[src/radio_ctrl_pkg.sv]
// Notes on behaviour
// - Reference supply present moves power down to wait; oscillator runs at 26 MHz.
// - Transmit section enabled automatically enables the transmit oscillator regulator.
// - Filter cal ends within 1.28 ms, stores trim, hardware clears start bit.
// - Offset cal for both bands completes within 4.3 ms of start.
// - Divider and gain restore after cal; results kept while logic supply stays.
// - Offset cal starts only on autocal rising; high means autocal values used.
// - Five-bit address; only words 0,1,4,5,6,29,31 exist with fixed lengths.
// - Writing zero to reset bit restores defaults; bit returns to one on next serial clock rise.
// - Four-bit trim picks cutoff, zero highest; completed filter cal overwrites it.
// - Reference output mode: normal, counter test, off, high current.
// - Autocal takes upper range from D16 and lower range from D17.
// - Power-on or reset-bit write loads documented defaults.
// - Data shifts MSB first on serial clock rise; word latched on enable rise.
// - Last five bits are address, preceded by two-bit opcode, then data.
// - Opcode: 00 write, 01 masked clear, 10 masked set, 11 reserved.
package radio_ctrl_pkg;
  // ----------------------------------------
  // Serial word layout
  // ----------------------------------------
  localparam int SHIFT_W = 24;
  localparam int ADDR_LSB = 0;
  localparam int ADDR_W = 5;
  localparam int OP_LSB = 5;
  localparam int DATA_LSB = 7;
  localparam logic [1:0] OP_WRITE = 2'h0;
  localparam logic [1:0] OP_CLEAR = 2'h1;
  localparam logic [1:0] OP_SET = 2'h2;
  // ----------------------------------------
  // Word addresses and data widths
  // ----------------------------------------
  localparam logic [4:0] ADDR_INIT = 5'h00;
  localparam logic [4:0] ADDR_SYNTH = 5'h01;
  localparam logic [4:0] ADDR_POWER = 5'h04;
  localparam logic [4:0] ADDR_GAIN = 5'h05;
  localparam logic [4:0] ADDR_DIV = 5'h06;
  localparam logic [4:0] ADDR_TEST1 = 5'h1D;
  localparam logic [4:0] ADDR_TEST2 = 5'h1F;
  localparam int INIT_W = 11;
  localparam int SYNTH_W = 7;
  localparam int POWER_W = 9;
  localparam int GAIN_W = 6;
  localparam int DIV_W = 17;
  localparam int TEST_W = 4;
  // ----------------------------------------
  // Field positions in the init word (bit 0 is D[7])
  // ----------------------------------------
  localparam int F_RESET = 0;
  localparam int F_FCAL = 1;
  localparam int F_TRIM_LSB = 2;
  localparam int F_AUTOCAL = 6;
  localparam int F_REFOP_LSB = 7;
  localparam int F_UPPER = 9;
  localparam int F_LOWER = 10;
  // Power word fields (bit 0 is D[7])
  localparam int P_FIRST_REG = 0;
  localparam int P_SECOND_REG = 1;
  localparam int P_RX_ON = 2;
  localparam int P_TX_ON = 3;
  localparam int P_SYN_PU = 7;
  // ----------------------------------------
  // Reset values
  // ----------------------------------------
  localparam logic [10:0] INIT_RST = 11'h001;
  localparam logic [6:0] SYNTH_RST = 7'h00;
  localparam logic [8:0] POWER_RST = 9'h000;
  localparam logic [5:0] GAIN_RST = 6'h00;
  localparam logic [16:0] DIV_RST = 17'h00014;
  localparam logic [3:0] TEST1_RST = 4'h0;
  localparam logic [3:0] TEST2_RST = 4'h4;
  // ----------------------------------------
  // Timing
  // ----------------------------------------
  localparam int CLK_MHZ = 40;
  localparam int REF_OSC_MHZ = 26;
  localparam int FCAL_TIME_NS = 1280000;
  localparam int OCAL_TIME_NS = 4300000;
  localparam int FCAL_CYC = (FCAL_TIME_NS * CLK_MHZ) / 1000;
  localparam int OCAL_CYC = (OCAL_TIME_NS * CLK_MHZ) / 1000;
  localparam int FCNT_W = 16;
  localparam int OCNT_W = 18;
  // ----------------------------------------
  // Operating modes
  // ----------------------------------------
  typedef enum logic [2:0] {
    MODE_PDOWN,
    MODE_WAIT,
    MODE_ALERT,
    MODE_RX,
    MODE_TX
  } radio_mode_t;
endpackage : radio_ctrl_pkg

[src/radio_ctrl_cal_sequencer.sv]
`timescale 1ns/10ps
module radio_ctrl_cal_sequencer
  import radio_ctrl_pkg::*;
#(
  parameter int FCAL_CYCLES = radio_ctrl_pkg::FCAL_CYC,
  parameter int OCAL_CYCLES = radio_ctrl_pkg::OCAL_CYC
) (
  input wire logic clock_in, // 40 MHz system clock
  input wire logic rst_in, // Power-on reset, async, active high
  input wire logic serial_clock_in, // Serial bus clock pin
  input wire logic serial_data_in, // Serial bus data pin
  input wire logic serial_latch_enable_in, // Serial latch enable pin
  input wire logic ref_supply_in, // Reference supply present
  input wire logic [3:0] filter_cal_result_in, // Trim found by filter cal
  output radio_ctrl_pkg::radio_mode_t mode_out, // Operating mode
  output logic ref_osc_run_out, // Reference oscillator running
  output logic first_regulator_out, // First regulator enable
  output logic second_regulator_out, // Second regulator enable
  output logic tx_osc_regulator_out, // Transmit oscillator regulator
  output logic filter_cal_start_out, // Filter cal start bit
  output logic [3:0] filter_cutoff_trim_out, // Filter trim field
  output logic offset_autocal_trigger_out, // Autocal bit
  output logic [1:0] ref_output_mode_out, // Reference output mode
  output logic upper_range_pick_out, // Upper range choice
  output logic lower_range_pick_out, // Lower range choice
  output logic filter_cal_busy_out, // Filter cal running
  output logic offset_cal_busy_out, // Offset cal running
  output logic [6:0] synth_word_out, // Synthesizer setup word
  output logic [8:0] power_word_out, // Power control word
  output logic [5:0] gain_applied_out, // Gain in effect
  output logic [16:0] divider_applied_out, // Divider in effect
  output logic [3:0] test_one_out, // Test word one
  output logic [3:0] test_two_out // Test word two
);
  import radio_ctrl_pkg::*;

  // ----------------------------------------
  // Pin synchronisation
  // ----------------------------------------
  logic [7:0] pins_sync;
  pin_sync #(.WIDTH(8)) u_sync (
    .clock_in(clock_in),
    .rst_in(rst_in),
    .pin_in({filter_cal_result_in, ref_supply_in, serial_latch_enable_in,
             serial_data_in, serial_clock_in}),
    .sync_out(pins_sync)
  );
  wire sclk_s = pins_sync[0];
  wire serial_data_in_s = pins_sync[1];
  wire sen_s = pins_sync[2];
  wire ref_s = pins_sync[3];
  wire [3:0] trim_s = pins_sync[7:4];

  // ----------------------------------------
  // Serial shift and edge detection
  // ----------------------------------------
  logic sclk_d_ff;
  logic sen_d_ff;
  logic [SHIFT_W-1:0] shift_ff;
  wire sclk_rise = sclk_s & ~sclk_d_ff;
  wire sen_rise = sen_s & ~sen_d_ff;

  // MSB first, one bit per serial clock rise
  always_ff @(posedge clock_in or posedge rst_in) begin
    if (rst_in) begin
      sclk_d_ff <= 1'b0;
      sen_d_ff <= 1'b0;
      shift_ff <= '0;
    end else begin
      sclk_d_ff <= sclk_s;
      sen_d_ff <= sen_s;
      if (sclk_rise) begin
        shift_ff <= {shift_ff[SHIFT_W-2:0], serial_data_in_s};
      end
    end
  end

  // ----------------------------------------
  // Word decode
  // ----------------------------------------
  wire [4:0] addr = shift_ff[ADDR_LSB +: ADDR_W];
  wire [1:0] opc = shift_ff[OP_LSB +: 2];
  wire [16:0] dat = shift_ff[SHIFT_W-1:DATA_LSB];
  wire op_ok = (opc != 2'h3);
  wire wr_en = sen_rise & op_ok;
  wire wr_init = wr_en & (addr == ADDR_INIT);
  wire wr_synth = wr_en & (addr == ADDR_SYNTH);
  wire wr_power = wr_en & (addr == ADDR_POWER);
  wire wr_gain = wr_en & (addr == ADDR_GAIN);
  wire wr_div = wr_en & (addr == ADDR_DIV);
  wire wr_test1 = wr_en & (addr == ADDR_TEST1);
  wire wr_test2 = wr_en & (addr == ADDR_TEST2);

  // Apply opcode to an old value with supplied data or mask
  function automatic logic [16:0] apply_op(input logic [1:0] op, input logic [16:0] old_v,
                                           input logic [16:0] d);
    case (op)
      OP_CLEAR: apply_op = old_v & ~d;
      OP_SET: apply_op = old_v | d;
      default: apply_op = d;
    endcase
  endfunction : apply_op

  // ----------------------------------------
  // Register file
  // ----------------------------------------
  logic [10:0] init_and_setup_word_ff;
  logic [6:0] synth_init_word_ff;
  logic [8:0] power_control_word_ff;
  logic [5:0] gain_control_word_ff;
  logic [16:0] divider_word_ff;
  logic [3:0] test_word_one_ff;
  logic [3:0] test_word_two_ff;
  logic rst_pend_ff;
  logic [FCNT_W-1:0] fcnt_ff;
  logic [OCNT_W-1:0] ocnt_ff;

  wire [16:0] init_old = {6'h00, init_and_setup_word_ff};
  wire [16:0] init_app = apply_op(opc, init_old, dat);
  wire [10:0] nxt_init = init_app[10:0];
  wire [16:0] synth_app = apply_op(opc, {10'h000, synth_init_word_ff}, dat);
  wire [16:0] power_app = apply_op(opc, {8'h00, power_control_word_ff}, dat);
  wire [16:0] gain_app = apply_op(opc, {11'h000, gain_control_word_ff}, dat);
  wire [16:0] div_app = apply_op(opc, divider_word_ff, dat);
  wire [16:0] t1_app = apply_op(opc, {13'h0000, test_word_one_ff}, dat);
  wire [16:0] t2_app = apply_op(opc, {13'h0000, test_word_two_ff}, dat);
  wire soft_reset = wr_init & ~nxt_init[F_RESET];

  // Calibration start and completion
  wire fcal_start = wr_init & ~soft_reset & nxt_init[F_FCAL] &
                    ~init_and_setup_word_ff[F_FCAL];
  wire ocal_start = wr_init & ~soft_reset & nxt_init[F_AUTOCAL] &
                    ~init_and_setup_word_ff[F_AUTOCAL];
  wire fcal_busy = (fcnt_ff != '0);
  wire ocal_busy = (ocnt_ff != '0);
  wire fcal_done = (fcnt_ff == FCNT_W'(1));

  // Init word: serial write, then hardware completion of filter cal
  always_ff @(posedge clock_in or posedge rst_in) begin
    if (rst_in) begin
      init_and_setup_word_ff <= INIT_RST;
      rst_pend_ff <= 1'b0;
    end else if (soft_reset) begin
      init_and_setup_word_ff <= INIT_RST & ~11'h001;
      rst_pend_ff <= 1'b1;
    end else begin
      if (wr_init) begin
        init_and_setup_word_ff <= nxt_init;
      end else if (fcal_done) begin
        init_and_setup_word_ff[F_FCAL] <= 1'b0;
        init_and_setup_word_ff[F_TRIM_LSB +: 4] <= trim_s;
      end
      if (rst_pend_ff && sclk_rise) begin
        init_and_setup_word_ff[F_RESET] <= 1'b1;
        rst_pend_ff <= 1'b0;
      end
    end
  end

  // Remaining words; unallocated addresses touch nothing
  always_ff @(posedge clock_in or posedge rst_in) begin
    if (rst_in) begin
      synth_init_word_ff <= SYNTH_RST;
      power_control_word_ff <= POWER_RST;
      gain_control_word_ff <= GAIN_RST;
      divider_word_ff <= DIV_RST;
      test_word_one_ff <= TEST1_RST;
      test_word_two_ff <= TEST2_RST;
    end else if (soft_reset) begin
      synth_init_word_ff <= SYNTH_RST;
      power_control_word_ff <= POWER_RST;
      gain_control_word_ff <= GAIN_RST;
      divider_word_ff <= DIV_RST;
      test_word_one_ff <= TEST1_RST;
      test_word_two_ff <= TEST2_RST;
    end else begin
      if (wr_synth) synth_init_word_ff <= synth_app[6:0];
      if (wr_power) power_control_word_ff <= power_app[8:0];
      if (wr_gain) gain_control_word_ff <= gain_app[5:0];
      if (wr_div) divider_word_ff <= div_app;
      if (wr_test1) test_word_one_ff <= t1_app[3:0];
      if (wr_test2) test_word_two_ff <= t2_app[3:0];
    end
  end

  // ----------------------------------------
  // Calibration timers
  // ----------------------------------------
  always_ff @(posedge clock_in or posedge rst_in) begin
    if (rst_in) begin
      fcnt_ff <= '0;
      ocnt_ff <= '0;
    end else if (soft_reset) begin
      fcnt_ff <= '0;
      ocnt_ff <= '0;
    end else begin
      if (fcal_start) begin
        fcnt_ff <= FCNT_W'(FCAL_CYCLES);
      end else if (fcal_busy) begin
        fcnt_ff <= fcnt_ff - FCNT_W'(1);
      end
      if (ocal_start) begin
        ocnt_ff <= OCNT_W'(OCAL_CYCLES);
      end else if (ocal_busy) begin
        ocnt_ff <= ocnt_ff - OCNT_W'(1);
      end
    end
  end

  // ----------------------------------------
  // Mode tracking
  // ----------------------------------------
  radio_mode_t mode_ff;
  radio_mode_t nxt_mode;
  wire p_first = power_control_word_ff[P_FIRST_REG];
  wire p_second = power_control_word_ff[P_SECOND_REG];
  wire p_rx = power_control_word_ff[P_RX_ON];
  wire p_tx = power_control_word_ff[P_TX_ON];
  wire p_syn = power_control_word_ff[P_SYN_PU];
  wire alert_ok = p_first & p_second & p_syn;

  // Mode follows reference supply and power word
  always_comb begin
    nxt_mode = mode_ff;
    case (mode_ff)
      MODE_PDOWN: if (ref_s) nxt_mode = MODE_WAIT;
      MODE_WAIT: begin
        if (!ref_s) nxt_mode = MODE_PDOWN;
        else if (alert_ok) nxt_mode = MODE_ALERT;
      end
      MODE_ALERT, MODE_RX, MODE_TX: begin
        if (!ref_s) nxt_mode = MODE_PDOWN;
        else if (!alert_ok) nxt_mode = MODE_WAIT;
        else if (p_tx) nxt_mode = MODE_TX;
        else if (p_rx) nxt_mode = MODE_RX;
        else nxt_mode = MODE_ALERT;
      end
      default: nxt_mode = MODE_PDOWN;
    endcase
  end

  always_ff @(posedge clock_in or posedge rst_in) begin
    if (rst_in) begin
      mode_ff <= MODE_PDOWN;
    end else begin
      mode_ff <= nxt_mode;
    end
  end

  // ----------------------------------------
  // Outputs
  // ----------------------------------------
  assign mode_out = mode_ff;
  assign ref_osc_run_out = ref_s;
  assign first_regulator_out = p_first;
  assign second_regulator_out = p_second;
  assign tx_osc_regulator_out = p_tx;
  assign filter_cal_start_out = init_and_setup_word_ff[F_FCAL];
  assign filter_cutoff_trim_out = init_and_setup_word_ff[F_TRIM_LSB +: 4];
  assign offset_autocal_trigger_out = init_and_setup_word_ff[F_AUTOCAL];
  assign ref_output_mode_out = init_and_setup_word_ff[F_REFOP_LSB +: 2];
  assign upper_range_pick_out = init_and_setup_word_ff[F_UPPER];
  assign lower_range_pick_out = init_and_setup_word_ff[F_LOWER];
  assign filter_cal_busy_out = fcal_busy;
  assign offset_cal_busy_out = ocal_busy;
  assign synth_word_out = synth_init_word_ff;
  assign power_word_out = power_control_word_ff;
  // Stored words are untouched by cal; held at reset values while offset cal runs
  assign gain_applied_out = ocal_busy ? GAIN_RST : gain_control_word_ff;
  assign divider_applied_out = ocal_busy ? DIV_RST : divider_word_ff;
  assign test_one_out = test_word_one_ff;
  assign test_two_out = test_word_two_ff;
endmodule : radio_ctrl_cal_sequencer

[src/pin_sync.sv]
`timescale 1ns/10ps
// ----------------------------------------
// Two-flop synchroniser for pin inputs
// ----------------------------------------
module pin_sync #(
  parameter int WIDTH = 1
) (
  input wire logic clock_in, // System clock
  input wire logic rst_in, // Async reset, active high
  input wire logic [WIDTH-1:0] pin_in, // Asynchronous pin level
  output logic [WIDTH-1:0] sync_out // Synchronised level
);
  logic [WIDTH-1:0] meta_ff;
  logic [WIDTH-1:0] sync_ff;

  // First stage feeds only the second
  always_ff @(posedge clock_in or posedge rst_in) begin
    if (rst_in) begin
      meta_ff <= '0;
      sync_ff <= '0;
    end else begin
      meta_ff <= pin_in;
      sync_ff <= meta_ff;
    end
  end

  assign sync_out = sync_ff;
endmodule : pin_sync

[config.mk]
export PLATFORM = sky130hd
export DESIGN_NAME = radio_ctrl_cal_sequencer
export DESIGN_NICKNAME = d
export VERILOG_FILES = /design/src/radio_ctrl_pkg.sv /design/src/radio_ctrl_cal_sequencer.sv /design/src/pin_sync.sv
export SDC_FILE = /design/constraint.sdc
export NUM_CORES = 1
export LEC_CHECK = 0
export BUFFER_PORTS_ARGS = -buffer_cell sky130_fd_sc_hd__buf_2
export CORE_MARGIN = 2
export CORE_UTILIZATION = 46
export CTS_BUF_LIST = sky130_fd_sc_hd__clkbuf_4 sky130_fd_sc_hd__clkbuf_8
export CTS_CLUSTER_SIZE = 30
export DETAILED_ROUTE_END_ITERATION = 16
export PLACE_DENSITY = 0.75
export RECOVER_POWER = 50
export SETUP_SLACK_MARGIN = 0.5
export SLEW_MARGIN = 15
export SYNTH_ARGS = -nofsm -noshare
export SYNTH_HDL_FRONTEND = slang
export SYNTH_HIERARCHICAL = 1
export SYNTH_SLANG_ARGS = --single-unit
[constraint.sdc]
create_clock -name clock_in -period 4.8 [get_ports clock_in]
set_input_delay 0.24 -clock clock_in [delete_from_list [all_inputs] [get_ports clock_in]]
set_output_delay 0.24 -clock clock_in [all_outputs]
set_load 0.01 [all_outputs]
==> results.rst <==
.. list-table::
   :header-rows: 1

   * - Metric
     - Value
   * - Tot GR Track Use
     - 21.4%
   * - Synth Area per Inst
     - 9.79 sq um
   * - Drt first pass iters
     - 5
   * - Mux share of post-synthesis cell area
     - 4.00%
   * - Relative max-transition margin
     - -2.05%
   * - Detailed-placement wirelength estimate
     - 10800 microns
   * - Leading cell types by total area after synthesis
     - sky130_fd_sc_hd__dfrtp_1 (51%), sky130_fd_sc_hd__a21oi_1 (6.4%), sky130_fd_sc_hd__o21ai_0 (4.0%)
   * - Post-synth top area share
     - 51.0%
   * - ANT nets after route
     - 0
   * - End of the worst register-to-register path
     - synth_word_out[2]
   * - Per-cell via count in the routed design
     - 5.56
   * - Setup fix buffers added after clock tree synthesis
     - 0
   * - Hold path cells
     - 0
   * - Hold violation count in the final report
     - 0
   * - I/O Pins
     - 76
   * - Mapped Area
     - 6570 sq um
   * - Worst hold path type
     - flop to flop
   * - Overall die height
     - 124 microns
   * - Gates resized, CTS repair
     - 0
   * - Clock slew seen by the registers of the worst setup and hold paths
     - 0.08 ns
   * - Leakage dissipation
     - 3.35 nW
   * - Power per unit of standard cell area
     - 518 nW/um^2
   * - Maximum number of pins on one net before global-route repair
     - 90
   * - Area fraction in compound gates after synthesis
     - 15.9%
   * - Maximum clock rate
     - 313 MHz
   * - Worst reg2reg startpoint
     - shift_ff[5]
   * - Floorplan die width
     - 124 microns
   * - Maxcap violations
     - 1
   * - Initial cell density of the core
     - 47.1%
   * - CTS Hold Buffers Added
     - 9
   * - Most used flip-flop cell after synthesis
     - sky130_fd_sc_hd__dfrtp_1
   * - Actual slew at the worst max-slew pin
     - 1.53 ns
   * - Final cycle utilization of the critical path
     - 66.7%
   * - GR Overflow Total
     - 0
   * - Drt total wl
     - 15400 microns
   * - Detailed-route DRC error count
     - 0
   * - Data arrival time of the critical path
     - 2.96 ns
   * - Count of cells along the worst register-to-register path
     - 7
   * - Data required time at the worst endpoint
     - 4.56 ns
   * - Leading area contributor after synthesis
     - sky130_fd_sc_hd__dfrtp_1
   * - ANT cells
     - 0
   * - Clock tree sinks
     - 138
   * - Dominant combinational cell family by area after synthesis
     - simple AND/OR/NAND/NOR gates
   * - Final setup viols
     - 0
   * - Final sum of negative setup slack
     - 0 ns
   * - Number of pins exceeding their max-slew limit in the final report
     - 33
   * - Violations in the final reports
     - capacitance limit, slew limit
   * - FP Rows
     - 43
   * - Fraction of registers with async set or reset after synthesis
     - 100%
   * - Crit Path Category
     - flop to output pin
   * - Fraction of layout instances using a drive strength above 1
     - 16.8%
   * - Simple-gate portion of the synthesized area
     - 18.7%
   * - Maximum ir drop on the vdd rail
     - 0.222 mV
   * - Kind of end point of the critical path
     - output pin
   * - Vias in the first global route
     - 4983
   * - Final critical path time including I/O delays and setup
     - 3.20 ns
   * - Setup slack of the most critical reg-to-reg path
     - 1.77 ns
   * - Die Footprint
     - 15300 sq um
   * - Net count reported at finish
     - 756
   * - Hold path startpoint
     - u_sync/meta_ff[2]
   * - Area inside the core boundary
     - 13900 sq um
   * - Global-route wire length before repair
     - 25000 microns
   * - Adder-Cell Fraction of Synth Area
     - 1.33%
   * - Number of input and output port buffers inserted
     - 75
   * - Largest fanout on the critical path
     - 16
   * - Number of H-tree levels
     - 4
   * - Number of warnings printed during yosys synthesis
     - 6
   * - Hold EP
     - u_sync/sync_out[2]
   * - Post-synth EDFFs
     - 0
   * - Post-route core utilization
     - 53.3%
   * - Routed WL per cell
     - 16.6 microns
   * - Synthesized netlist cell count
     - 671
   * - Final Hold Slack
     - 0.350 ns
   * - Clock latency on the worst-skew pair
     - 0.45 ns
   * - Run status
     - finished with violations
   * - Routability congestion estimate from global placement
     - 0.888
   * - Number of vias after detailed routing
     - 5179
   * - Antenna violations before repair
     - 0
   * - Unrepaired setup endpoints after global routing
     - false
   * - Layout overhead on the synthesized area
     - 13.1%
   * - Count of unique library cells instantiated by Yosys
     - 54
   * - Buffer cell driving the clock tree root
     - sky130_fd_sc_hd__clkbuf_8
   * - Number of DRC markers in iteration 0
     - 448
   * - Share of the yosys chip area belonging to registers
     - 52.6%
   * - Setup crit start kind
     - flop
   * - Clock tree from TritonCTS
     - yes
   * - Flop and latch count out of synthesis
     - 138
   * - Clock tree buffer depth
     - 2
   * - Inserted Clock Buffers
     - 17
   * - Share of the synthesized netlist area taken by xor and xnor gates
     - 3.47%
   * - Syn Nets
     - 688
   * - Post-route clock skew
     - 0.0102 ns
[cell type report]
class	instances	area, sq um
clock buffers	23	298
clock inverters	8	70.1
fillers	1255	6500
inverters	18	72.6
multi-input cells	475	2850
flip-flops and latches	138	3460
well taps	180	225
repair buffers	89	457
[Yosys cell counts, types with 2 or more instances]
master,n
sky130_fd_sc_hd__dfrtp_1,134
sky130_fd_sc_hd__a21oi_1,84
sky130_fd_sc_hd__nor2_1,69
sky130_fd_sc_hd__o21ai_0,53
sky130_fd_sc_hd__nand2_1,49
sky130_fd_sc_hd__and2_2,21
sky130_fd_sc_hd__clkbuf_1,20
sky130_fd_sc_hd__nor3_1,19
sky130_fd_sc_hd__mux2_2,18
sky130_fd_sc_hd__inv_1,17
sky130_fd_sc_hd__a211oi_1,14
sky130_fd_sc_hd__nand3_1,14
sky130_fd_sc_hd__xor2_1,14
sky130_fd_sc_hd__nor2b_1,12
sky130_fd_sc_hd__xnor2_1,12
sky130_fd_sc_hd__nand2b_1,11
sky130_fd_sc_hd__o211ai_1,10
sky130_fd_sc_hd__buf_4,9
sky130_fd_sc_hd__ha_1,7
sky130_fd_sc_hd__o21a_1,7
sky130_fd_sc_hd__buf_2,6
sky130_fd_sc_hd__mux2i_1,6
sky130_fd_sc_hd__nand4b_1,5
sky130_fd_sc_hd__and2_1,4
sky130_fd_sc_hd__and3_1,4
sky130_fd_sc_hd__dfstp_2,4
sky130_fd_sc_hd__nand3b_1,4
sky130_fd_sc_hd__nand4_1,4
sky130_fd_sc_hd__nor4_1,4
sky130_fd_sc_hd__o31ai_1,4
sky130_fd_sc_hd__buf_1,3
sky130_fd_sc_hd__a21o_1,2
sky130_fd_sc_hd__clkbuf_2,2
sky130_fd_sc_hd__nor3b_1,2
sky130_fd_sc_hd__o31a_1,2
sky130_fd_sc_hd__or2b_1,2
sky130_fd_sc_hd__or3_1,2
[stage by stage]
| step | instance area [sq um] | instances | total power, W | setup slack (ns) |
|---|---|---|---|---|
| 4_1_cts | 7470 | 930 | 0.00387 | 1.29 |
| 6_report | 7430 | 931 | 0.00385 | 1.60 |
| 3_5_place_dp | 7010 | 890 | 0.00298 | 1.78 |
| 3_3_place_gp | 7010 | 890 | 0.00290 | 1.89 |
| 5_1_grt | 7430 | 931 | 0.00411 | 1.35 |
| 2_1_floorplan | 6570 | 671 | 0.00263 | 1.32 |
[power breakdown]
part / total, W / switching (W) / internal [W] / leakage, nW
clock network: 0.000882 / 0.000422 / 0.000460 / 0.192
logic: 0.00125 / 0.000773 / 0.000478 / 1.36
registers: 0.00172 / 0.000287 / 0.00143 / 1.79
[placed cells by master (no fill, tap or decap), types with 3 or more instances in the layout]
cell type	synthesis	routed
sky130_fd_sc_hd__nand4_1	4	4
sky130_fd_sc_hd__and2_1	4	4
sky130_fd_sc_hd__a211oi_1	14	14
sky130_fd_sc_hd__xnor2_1	12	12
sky130_fd_sc_hd__nand2_1	49	49
sky130_fd_sc_hd__o21ai_0	53	53
sky130_fd_sc_hd__clkinv_2	0	5
sky130_fd_sc_hd__dlygate4sd3_1	0	9
sky130_fd_sc_hd__clkbuf_4	0	3
sky130_fd_sc_hd__and2_2	21	21
sky130_fd_sc_hd__nor3_1	19	19
sky130_fd_sc_hd__o211ai_1	10	10
sky130_fd_sc_hd__ha_1	7	7
sky130_fd_sc_hd__buf_2	6	38
sky130_fd_sc_hd__xor2_1	14	14
sky130_fd_sc_hd__clkbuf_1	20	38
sky130_fd_sc_hd__nor2b_1	12	12
sky130_fd_sc_hd__dfstp_2	4	4
sky130_fd_sc_hd__nand4b_1	5	5
sky130_fd_sc_hd__o31ai_1	4	4
sky130_fd_sc_hd__dfrtp_1	134	134
sky130_fd_sc_hd__nand2b_1	11	11
sky130_fd_sc_hd__nor2_1	69	68
sky130_fd_sc_hd__nand3_1	14	14
sky130_fd_sc_hd__o21a_1	7	7
sky130_fd_sc_hd__inv_1	17	16
sky130_fd_sc_hd__a21oi_1	84	84
sky130_fd_sc_hd__mux2i_1	6	6
sky130_fd_sc_hd__and3_1	4	4
sky130_fd_sc_hd__clkbuf_8	0	20
sky130_fd_sc_hd__mux2_2	18	18
sky130_fd_sc_hd__buf_4	9	3
sky130_fd_sc_hd__nand3b_1	4	4
sky130_fd_sc_hd__nor4_1	4	4
[metal layers]
metal	global-route usage [%]	vias to the layer above	wire length, microns	share of wire, %
met4	6.89	0	148	0.96
met1	28.3	2555	6790	44
met2	34.3	141	7700	50
met3	5.72	15	789	5.1
li1	-	2468	-	-
met5	0	-	0	0
[cell families after synthesis]
| logic type | count (synthesis) |
|---|---|
| AO/OA/AOI/OAI | 183 |
| XOR/XNOR | 26 |
| adder cells (fa/ha/maj) | 7 |
| buffers and inverters | 58 |
| flip-flops | 138 |
| multiplexers | 24 |
| AND/OR/NAND/NOR | 235 |
[worst max-delay path: stages, from the launching register on]
cell and delay [ns]:
sky130_fd_sc_hd__dfrtp_1 0.43, sky130_fd_sc_hd__nor3_1 0.71, sky130_fd_sc_hd__nand2_1 0.26, sky130_fd_sc_hd__nor4_4 0.50, sky130_fd_sc_hd__buf_6 0.24, sky130_fd_sc_hd__or2b_1 0.24, sky130_fd_sc_hd__buf_2 0.14
[flip-flops by register name, indices dropped and copies added (netlist names)]
| register | count |
|---|---|
| u_sync/meta_ff | 8 |
| test_two_out | 4 |
| power_word_out | 9 |
| synth_word_out | 7 |
| shift_ff | 24 |
| sclk_d_ff | 1 |
| u_sync/sync_out | 8 |
| rst_pend_ff | 1 |
| test_one_out | 4 |
| divider_word_ff | 17 |
| init_and_setup_word_ff | 11 |
| gain_control_word_ff | 6 |
| sen_d_ff | 1 |
| ocnt_ff | 18 |
| mode_out | 3 |
| fcnt_ff | 16 |
[worst max-delay path by stage]
stage | start | endpoint | slack, ns | cells past startpoint
detailed placement | ocnt_ff[12] | offset_cal_busy_out | 1.78 | 5
global route | ocnt_ff[2] | divider_applied_out[4] | 1.35 | 6
floorplan | rst_in | divider_word_ff[0] | 1.32 | 1
finish | ocnt_ff[2] | divider_applied_out[4] | 1.60 | 6
CTS | ocnt_ff[2] | offset_cal_busy_out | 1.29 | 5
global placement | shift_ff[5] | synth_word_out[2] | 1.89 | 7
(Power assumes the default switching activity.)
